### src/rtc_pkg.sv
package rtc_pkg;

	// ----------------------------------------
	// register addresses (byte-wide special function space)
	// ----------------------------------------
	localparam logic [7:0] ADDR_RTC_CONFIG = 8'h00_A1;
	localparam logic [7:0] ADDR_CENTI = 8'h00_A2;
	localparam logic [7:0] ADDR_ONE_HZ = 8'h00_A3;
	localparam logic [7:0] ADDR_HOUR_FRAC = 8'h00_A4;
	localparam logic [7:0] ADDR_HOUR = 8'h00_A5;
	localparam logic [7:0] ADDR_ALARM_INTERVAL = 8'h00_A6;
	localparam logic [7:0] ADDR_NOMINAL_TRIM = 8'h00_F6;
	localparam logic [7:0] ADDR_THERMAL_TRIM = 8'h00_F7;
	localparam logic [7:0] ADDR_UNLOCK_KEY = 8'h00_C1;
	localparam logic [7:0] ADDR_PIN_INT_CONFIG = 8'h00_FF;

	// ----------------------------------------
	// key value and field positions
	// ----------------------------------------
	localparam logic [7:0] KEY_TIMEKEEPING = 8'h00_EA;
	localparam int DAY_WRAP_BIT = 7;
	localparam int DAY_FORMAT_BIT = 6;
	localparam int BASE_SEL_LO = 4;
	localparam int BASE_SEL_HI = 5;

	// ----------------------------------------
	// reset values and wrap limits
	// ----------------------------------------
	localparam logic [7:0] RESET_BYTE = 8'h00_00;
	localparam logic [7:0] CENTI_LAST = 8'h00_63;
	localparam logic [7:0] SIXTY_LAST = 8'h00_3B;
	localparam logic [7:0] HOUR_LAST_24 = 8'h00_17;
	localparam logic [7:0] HOUR_LAST_256 = 8'h00_FF;

	// ----------------------------------------
	// crystal tick arithmetic
	// ----------------------------------------
	localparam int CRYSTAL_HZ = 32768;
	localparam int CENTI_PER_SEC = 100;
	localparam int BASE_128_PER_SEC = 128;
	// crystal cycles per hundredth, in 1/100 units (327.68)
	localparam int CENTI_STEP_X100 = CRYSTAL_HZ;
	localparam int CENTI_WRAP_X100 = CENTI_PER_SEC * CENTI_PER_SEC;
	localparam int BASE_128_DIV = CRYSTAL_HZ / BASE_128_PER_SEC;

	// ----------------------------------------
	// register bus request, one byte access
	// ----------------------------------------
	typedef struct packed {
		logic wr;
		logic rd;
		logic [7:0] addr;
		logic [7:0] wdata;
	} sfr_req_t;

endpackage

### src/rtc_timekeeping_core.sv
`timescale 1ns/10ps
module rtc_timekeeping_core
	import rtc_pkg::*;
(
	input wire logic sys_clk, // system clock, 250 MHz
	input wire logic rst, // power-on reset, synchronous, high
	input wire logic warm_rst, // watchdog or pin reset, high
	input wire logic crystal_tick, // one-cycle pulse per crystal edge
	input wire rtc_pkg::sfr_req_t sfr_req, // byte-wide register access
	output logic [7:0] sfr_rdata, // read data, registered
	output logic [7:0] pin_interrupt_config, // guarded pin config
	output logic interval_base_tick, // one pulse per 1/128 s, base code 00 only
	output logic deep_save_allowed // low while day-wrap pending
);
	import rtc_pkg::*;

	// ----------------------------------------
	// state
	// ----------------------------------------
	logic [7:0] unlock_key_q; // key register
	logic [7:0] centi_q; // hundredths
	logic [7:0] sec_q; // seconds
	logic [7:0] min_q; // minutes
	logic [7:0] hour_q; // hours
	logic day_wrap_q; // midnight flag
	logic day_format_select_q; // 1 = 24 hour
	logic [1:0] interval_base_select_q; // time base code
	logic [7:0] alarm_interval_count_q; // interval setting
	logic [7:0] nominal_trim_q; // signed trim, crystal error
	logic [7:0] thermal_trim_q; // signed trim, temperature drift
	logic [7:0] pin_cfg_q; // guarded pin config
	logic [15:0] frac_acc_q; // fractional hundredth accumulator
	logic [15:0] base_div_q; // base tick divider
	logic interval_tick_q; // base tick output
	logic [7:0] rdata_q; // read data

	// ----------------------------------------
	// decode
	// ----------------------------------------
	logic unlocked; // key present
	logic wr_cfg, wr_centi, wr_sec, wr_min, wr_hour, wr_pin;
	logic centi_step; // hundredth elapsed
	logic sec_carry, min_carry, hour_carry, day_roll;
	logic [7:0] hour_last; // wrap point for current format
	logic signed [16:0] step_x100; // trimmed step size

	// whole-byte writes only, no bit addressing
	assign unlocked = (unlock_key_q == KEY_TIMEKEEPING);
	assign wr_cfg = sfr_req.wr && sfr_req.addr == ADDR_RTC_CONFIG;
	assign wr_centi = sfr_req.wr && sfr_req.addr == ADDR_CENTI && unlocked;
	assign wr_sec = sfr_req.wr && sfr_req.addr == ADDR_ONE_HZ && unlocked;
	assign wr_min = sfr_req.wr && sfr_req.addr == ADDR_HOUR_FRAC && unlocked;
	assign wr_hour = sfr_req.wr && sfr_req.addr == ADDR_HOUR && unlocked;
	assign wr_pin = sfr_req.wr && sfr_req.addr == ADDR_PIN_INT_CONFIG && unlocked;

	// trims add signed fine steps; each count is 1/100 of a crystal cycle
	assign step_x100 = 17'(CENTI_STEP_X100) + 17'($signed(nominal_trim_q)) + 17'($signed(thermal_trim_q));

	// ----------------------------------------
	// hundredth generator from the crystal
	// ----------------------------------------
	// crystal ticks add 100 per tick; a hundredth passes at the trimmed step
	// note: free of power mode inputs, so counting never stops
	assign centi_step = crystal_tick && ({1'b0, frac_acc_q} + 17'd100 >= step_x100);

	always_ff @(posedge sys_clk)
	begin
		if (rst)
			frac_acc_q <= 16'h0000;
		else if (crystal_tick)
		begin
			if (centi_step)
				frac_acc_q <= 16'({1'b0, frac_acc_q} + 17'd100 - step_x100);
			else
				frac_acc_q <= frac_acc_q + 16'd100;
		end
	end

	// ----------------------------------------
	// carry chain
	// ----------------------------------------
	assign hour_last = day_format_select_q ? HOUR_LAST_24 : HOUR_LAST_256;
	assign sec_carry = centi_step && centi_q == CENTI_LAST;
	assign min_carry = sec_carry && sec_q == SIXTY_LAST;
	assign hour_carry = min_carry && min_q == SIXTY_LAST;
	assign day_roll = hour_carry && hour_q == hour_last;

	// counters: only power-on clears, warm reset leaves them alone
	always_ff @(posedge sys_clk)
	begin
		if (rst)
		begin
			centi_q <= RESET_BYTE;
			sec_q <= RESET_BYTE;
			min_q <= RESET_BYTE;
			hour_q <= RESET_BYTE;
		end
		else
		begin
			// hundredths
			if (wr_centi)
				centi_q <= sfr_req.wdata;
			else if (sec_carry)
				centi_q <= RESET_BYTE;
			else if (centi_step)
				centi_q <= centi_q + 8'd1;
			// seconds
			if (wr_sec)
				sec_q <= sfr_req.wdata;
			else if (min_carry)
				sec_q <= RESET_BYTE;
			else if (sec_carry)
				sec_q <= sec_q + 8'd1;
			// minutes
			if (wr_min)
				min_q <= sfr_req.wdata;
			else if (hour_carry)
				min_q <= RESET_BYTE;
			else if (min_carry)
				min_q <= min_q + 8'd1;
			// hours, wrap point by format
			if (wr_hour)
				hour_q <= sfr_req.wdata;
			else if (day_roll)
				hour_q <= RESET_BYTE;
			else if (hour_carry)
				hour_q <= hour_q + 8'd1;
		end
	end

	// ----------------------------------------
	// configuration and day-wrap flag
	// ----------------------------------------
	// set wins over a clearing write in the same cycle; software cannot set it
	always_ff @(posedge sys_clk)
	begin
		if (rst)
			day_wrap_q <= 1'b0;
		else if (day_roll)
			day_wrap_q <= 1'b1;
		else if (wr_cfg && !sfr_req.wdata[DAY_WRAP_BIT])
			day_wrap_q <= 1'b0;
	end

	// format bit held over warm reset
	always_ff @(posedge sys_clk)
	begin
		if (rst)
			day_format_select_q <= 1'b0;
		else if (wr_cfg)
			day_format_select_q <= sfr_req.wdata[DAY_FORMAT_BIT];
	end

	// base select and the alarm interval setting follow warm reset too
	always_ff @(posedge sys_clk)
	begin
		if (rst || warm_rst)
		begin
			interval_base_select_q <= 2'b00;
			alarm_interval_count_q <= RESET_BYTE;
		end
		else
		begin
			if (wr_cfg)
				interval_base_select_q <= sfr_req.wdata[BASE_SEL_HI:BASE_SEL_LO];
			if (sfr_req.wr && sfr_req.addr == ADDR_ALARM_INTERVAL)
				alarm_interval_count_q <= sfr_req.wdata;
		end
	end

	// trims kept across warm reset so calibration holds
	always_ff @(posedge sys_clk)
	begin
		if (rst)
		begin
			nominal_trim_q <= RESET_BYTE;
			thermal_trim_q <= RESET_BYTE;
		end
		else if (sfr_req.wr)
		begin
			if (sfr_req.addr == ADDR_NOMINAL_TRIM)
				nominal_trim_q <= sfr_req.wdata;
			if (sfr_req.addr == ADDR_THERMAL_TRIM)
				thermal_trim_q <= sfr_req.wdata;
		end
	end

	// key register and guarded pin config
	always_ff @(posedge sys_clk)
	begin
		if (rst || warm_rst)
		begin
			unlock_key_q <= RESET_BYTE;
			pin_cfg_q <= RESET_BYTE;
		end
		else
		begin
			if (sfr_req.wr && sfr_req.addr == ADDR_UNLOCK_KEY)
				unlock_key_q <= sfr_req.wdata;
			if (wr_pin)
				pin_cfg_q <= sfr_req.wdata;
		end
	end

	// ----------------------------------------
	// interval time base
	// ----------------------------------------
	// only code 00 (1/128 s) produces ticks; other bases live in the timer
	always_ff @(posedge sys_clk)
	begin
		if (rst || interval_base_select_q != 2'b00)
		begin
			base_div_q <= 16'h0000;
			interval_tick_q <= 1'b0;
		end
		else
		begin
			interval_tick_q <= 1'b0;
			if (crystal_tick)
			begin
				if (base_div_q == 16'(BASE_128_DIV - 1))
				begin
					base_div_q <= 16'h0000;
					interval_tick_q <= 1'b1;
				end
				else
					base_div_q <= base_div_q + 16'd1;
			end
		end
	end

	// ----------------------------------------
	// read path
	// ----------------------------------------
	always_ff @(posedge sys_clk)
	begin
		if (rst)
			rdata_q <= RESET_BYTE;
		else if (sfr_req.rd)
		begin
			case (sfr_req.addr)
				ADDR_RTC_CONFIG: rdata_q <= {day_wrap_q, day_format_select_q, interval_base_select_q, 4'h0};
				ADDR_CENTI: rdata_q <= centi_q;
				ADDR_ONE_HZ: rdata_q <= sec_q;
				ADDR_HOUR_FRAC: rdata_q <= min_q;
				ADDR_HOUR: rdata_q <= hour_q;
				ADDR_ALARM_INTERVAL: rdata_q <= alarm_interval_count_q;
				ADDR_NOMINAL_TRIM: rdata_q <= nominal_trim_q;
				ADDR_THERMAL_TRIM: rdata_q <= thermal_trim_q;
				ADDR_UNLOCK_KEY: rdata_q <= unlock_key_q;
				ADDR_PIN_INT_CONFIG: rdata_q <= pin_cfg_q;
				default: rdata_q <= RESET_BYTE;
			endcase
		end
	end

	assign sfr_rdata = rdata_q;
	assign pin_interrupt_config = pin_cfg_q;
	assign interval_base_tick = interval_tick_q;
	assign deep_save_allowed = !day_wrap_q;

	// ----------------------------------------
	// checks
	// ----------------------------------------
	a_locked_hour_write: assert property (@(posedge sys_clk) disable iff (rst)
		(sfr_req.wr && sfr_req.addr == ADDR_HOUR && !unlocked && !hour_carry) |=> hour_q == $past(hour_q))
		else $error("hour changed without key");
	a_pin_cfg_guard: assert property (@(posedge sys_clk) disable iff (rst || warm_rst)
		(sfr_req.wr && sfr_req.addr == ADDR_PIN_INT_CONFIG && unlocked) |=> pin_interrupt_config == $past(sfr_req.wdata))
		else $error("pin config not written with key");
	a_day_wrap_set: assert property (@(posedge sys_clk) disable iff (rst)
		day_roll |=> day_wrap_q && hour_q == 8'h00 && min_q == 8'h00 && sec_q == 8'h00 && centi_q == 8'h00)
		else $error("rollover did not flag");
	a_day_wrap_clear: assert property (@(posedge sys_clk) disable iff (rst)
		(wr_cfg && !sfr_req.wdata[DAY_WRAP_BIT] && !day_roll) |=> !day_wrap_q)
		else $error("flag clear ignored");
	a_flag_hold_clear: assert property (@(posedge sys_clk) disable iff (rst)
		(!day_wrap_q && !day_roll) |=> !day_wrap_q)
		else $error("flag rose without rollover");
	a_hour_24_wrap: assert property (@(posedge sys_clk) disable iff (rst)
		(day_format_select_q && hour_carry && hour_q == 8'h17 && !wr_hour) |=> hour_q == 8'h00)
		else $error("24-hour wrap wrong");
	a_hour_256_wrap: assert property (@(posedge sys_clk) disable iff (rst)
		(!day_format_select_q && hour_carry && hour_q == 8'h17 && !wr_hour) |=> hour_q == 8'h18)
		else $error("256-hour wrap wrong");
	a_warm_keep_time: assert property (@(posedge sys_clk) disable iff (rst)
		(warm_rst && !sfr_req.wr && !centi_step) |=> centi_q == $past(centi_q)
		&& day_format_select_q == $past(day_format_select_q))
		else $error("warm reset disturbed time");
	// once blocked, only a clearing config write may let the deep state back in
	a_deep_block: assert property (@(posedge sys_clk) disable iff (rst)
		(!deep_save_allowed && !(wr_cfg && !sfr_req.wdata[DAY_WRAP_BIT])) |=> !deep_save_allowed)
		else $error("deep state allowed with flag");
	a_sec_carry_chain: assert property (@(posedge sys_clk) disable iff (rst)
		(sec_carry && !wr_sec && !min_carry && !wr_centi) |=> sec_q == $past(sec_q) + 8'd1 && centi_q == 8'h00)
		else $error("seconds carry lost");

endmodule

### config.mk
export PLATFORM = sky130hd
export DESIGN_NAME = rtc_timekeeping_core
export DESIGN_NICKNAME = d
export VERILOG_FILES = /design/src/rtc_pkg.sv /design/src/rtc_timekeeping_core.sv
export SDC_FILE = /design/constraint.sdc
export NUM_CORES = 1
export LEC_CHECK = 0
export BUFFER_PORTS_ARGS = -buffer_cell sky130_fd_sc_hd__buf_2
export CAP_MARGIN = 15
export CORE_ASPECT_RATIO = 0.75
export CORE_MARGIN = 1.5
export CORE_UTILIZATION = 45
export CTS_CLUSTER_DIAMETER = 150
export DETAILED_ROUTE_END_ITERATION = 6
export PLACE_DENSITY_LB_ADDON = 0.15
export SKIP_CTS_REPAIR_TIMING = 1
export SYNTH_ARGS = -nofsm -noshare
export SYNTH_HDL_FRONTEND = slang
export SYNTH_SLANG_ARGS = --single-unit
### constraint.sdc
create_clock -name sys_clk -period 8.69 [get_ports sys_clk]
set_input_delay 2.1725 -clock sys_clk [delete_from_list [all_inputs] [get_ports sys_clk]]
set_output_delay 2.1725 -clock sys_clk [all_outputs]
set_load 0.1 [all_outputs]
==> metrics.md <==
| Metric | Value |
|---|---|
| FF+latch count, synth | `117` |
| Data arrival time of the critical path | `between 5 and 6 ns` |
| Largest net degree at the start of global routing | `71` |
| Endpoints failing setup | `0` |
| Post-synth top area cell | `dfxtp_1` |
| Count of cell types in the netlist | `slightly above 80` |
| Netlist Area Pre-Place | `7320 um2` |
| CP max-delay cell | `nand2_1` |
| Cells after Synth | `about 920` |
| Worst relative slew slack | `between 20% and 30%` |
| Clock transition at path regs | `roughly 0.06 ns` |
| Startpoint Class | `register` |
| Max stage delay on crit path | `between 0.4 and 0.5 ns` |
| Largest cells by area after synthesis | `dfxtp_1, ha_1, nor2_1, a21oi_1, nand2_1` |
| Initial antenna violation count | `0` |
| DR vias/cell | `roughly 6.0` |
| Post-synth top area share | `about a third` |
| Footprint of the multi-input gates | `between 4000 and 5000 um2` |
| Share of layout cells above drive strength 1 | `about 11%` |
| Cell types with the highest counts after synthesis | `dfxtp_1, nor2_1, nand2_1, a21oi_1, nand3_1` |
| Die area | `between 15,000 and 20,000 um2` |
| Fraction of registers with async set/reset | `0%` |
| Fin Clk Skew | `0.00947 ns` |
| Pwr Total | `roughly 1.5 mW` |
| Critical path peak fanout | `23` |
| Synth Flop Type | `dfxtp_1` |
| Unrepaired setup endpoints after global routing | `false` |
| Number of H-tree levels | `4` |
| Fmax | `~200 MHz` |
| Minimum clock period | `~4.9 ns` |
| Sequential-to-total area share from yosys stat | `around a third` |
| Pins Over Slew Limit | `0` |
| Worst skew pair latency | `between 0.4 and 0.5 ns` |
| Worst-margin pin slew | `1.08 ns` |
| Syn-to-layout area delta | `13.0%` |
| WL/cell | `approximately 18 um` |
| Number of global-route vias before repair | `about 6k` |
| Kind of critical path | `register to register` |
| Die width | `approximately 150 um` |
| Core Area | `between 15,000 and 20,000 um2` |
| Clk buf depth | `2` |
| Fin crit share | `56.8%` |
| TritonCTS Buffers | `17` |
| Ports | `40` |
| Gr usage total | `between 20% and 30%` |
| ANT cells | `0` |
| Congestion Overflow GR | `0` |
| Critical Path RT | `roughly 9.0 ns` |
| Initial core utilization | `between 40% and 50%` |
| Hold endpoint | `alarm_interval_count_q[4]` |
| Layout Nets | `997` |
| Worst r2r path cells | `18` |
| Via count | `approximately 7k` |
| CTS tree | `done` |
| Cell Rows | `40` |
| TritonCTS Sinks | `117` |
| FILL cells | `~1.5k` |
| Lkg Pwr | `approximately 3.2 nW` |
| Post-DP HPWL | `between 10 and 15 mm` |
| Status | `finished, final reports clean` |
| Critical path endpoint category | `register` |
| Count leader, synth | `dfxtp_1` |
| IO buf count | `39` |
| Final RePlAce weighted congestion | `roughly 0.84` |
| Critical-path cell list | `ha_1 > ha_1 > a21o_1 > a21oi_1 > o21bai_1 > a21oi_1 > o21ai_0 > nor3b_1 > nor2_1 > ha_1 > a21oi_1 > o21ai_1 > a221oi_2 > nand2b_1 > nand2_1 > mux2_2 > a22oi_1 > nor2_1` |
| First-pass GRT wire length | `33.1 mm` |
| Final wirelength | `21.1 mm` |
| Hold WC Path Type | `register to register` |
| Setup_tns | `0 ns` |
| Sequential cell area | `between 2000 and 2500 um2` |
| Avg Synthesized Cell Area | `approximately 8 um2` |
| Post-synth EDFFs | `0` |
| ANT nets after route | `0` |
| DIE HEIGHT | `about 110 um` |
| DRC Markers | `0` |
| Hold path depth | `2` |
| DR iter-0 viols | `a little over 700` |
| Worst R2R Start | `nominal_trim_q[2]` |
| Root Driver | `clkbuf_16` |
| Maximum vdd drop | `around 0.10 mV` |
| Syn nets | `slightly below 1k` |
| Hold Vio Cnt, Final | `0` |
| Initial DRT Pass Iterations | `6` |
| Max-Cap Viols | `0` |
| Yosys warns | `0` |
| Worst R2R Setup Slack | `around 3.8 ns` |
| Reg2reg end | `frac_acc_q[6]` |
| Hold Crit Start | `alarm_interval_count_q[4]` |
| P per Cell Area | `176 nW/um2` |
layout make-up:
cell class	count	share of cell area, %
clock buffers	20	5.52
clock inverters	12	2.42
inverters	24	1.09
multi-input cells	727	56.6
flip-flops and latches	117	28.3
well taps	210	3.18
repair buffers	45	2.87
worst max path at each step:
stage | startpoint | to | cells past startpoint
after floorplan | nominal_trim_q[2] | sec_q[7] | 19
after global placement | sfr_req[17] | sec_q[5] | 7
after detailed placement | sfr_req[17] | sec_q[5] | 7
after CTS | sfr_req[17] | sec_q[5] | 7
after global routing | nominal_trim_q[2] | sec_q[7] | 18
final | nominal_trim_q[2] | frac_acc_q[6] | 18
report_power, final:
group	switching [mW]	leakage (nW)	total, mW	internal, mW
combinational	0.0766	1.95	0.120	0.0430
sequential	0.00436	0.944	0.544	0.540
clock	0.265	0.313	0.789	0.524
kinds of logic (layout without fill, tap and decap cells):
logic type	count (synthesis)	count (layout)	synth area share, %
AOI/OAI and AO/OA	237	237	21.9
xor gates and xnor gates	54	54	6.46
adders and majority gates	43	43	7.56
buffers and inverters	73	101	4.07
DFF	117	117	32.0
muxes	19	19	2.65
and+or+nand+nor	374	374	25.3
cell usage in the layout, fill, tap and decap left out, drive strengths merged, types with 33 or more instances in the layout:
master  instances
buf            45
ha             41
nand3          54
nor2          109
nand2          95
o21ai          35
xor2           33
dfxtp         117
a21oi          81
metrics by stage:
stage	instance area (um2)	hold slack, ns	setup WS (ns)	instances	util [%]
2_1_floorplan	7320	0.436	4.62	917	-
3_3_place_gp	7610	0.448	3.30	1122	47.6
3_5_place_dp	7610	0.449	3.26	1122	47.6
4_1_cts	8260	0.458	3.70	1154	51.8
5_1_grt	8270	0.474	3.35	1155	51.8
6_report	8270	0.461	3.75	1155	51.8
routing by layer:
layer / global-route usage [%] / share of wire, % / up-vias / routed length (um)
met3: 5.68 / 7.6 / 19 / 1610
met1: 38.6 / 51 / 3287 / 10800
met5: 0 / 0 / - / 0
met4: 6.67 / 1.2 / 0 / 248
li1: - / - / 3417 / -
met2: 33.8 / 40 / 264 / 8500
worst max-delay path: cells and delay by family, from the launching register on:
family	cells	cell delay, ns
compound gates	9	1.77
flops	1	0.33
mux	1	0.46
simple gates	5	1.28
fa+ha+maj	3	0.95
sequential cells by signal (all words and copies together) (netlist names):
signal and cells:
thermal_trim_q 8, base_div_q 16, frac_acc_q 16, sfr_rdata 8, alarm_interval_count_q 8, hour_q 8, centi_q 8, interval_base_tick 1
sec_q 8, day_wrap_q 1, nominal_trim_q 8, day_format_select_q 1, pin_interrupt_config 8, interval_base_select_q 2, unlock_key_q 8, min_q 8
Note: power is estimated with default switching activity, not from simulation.
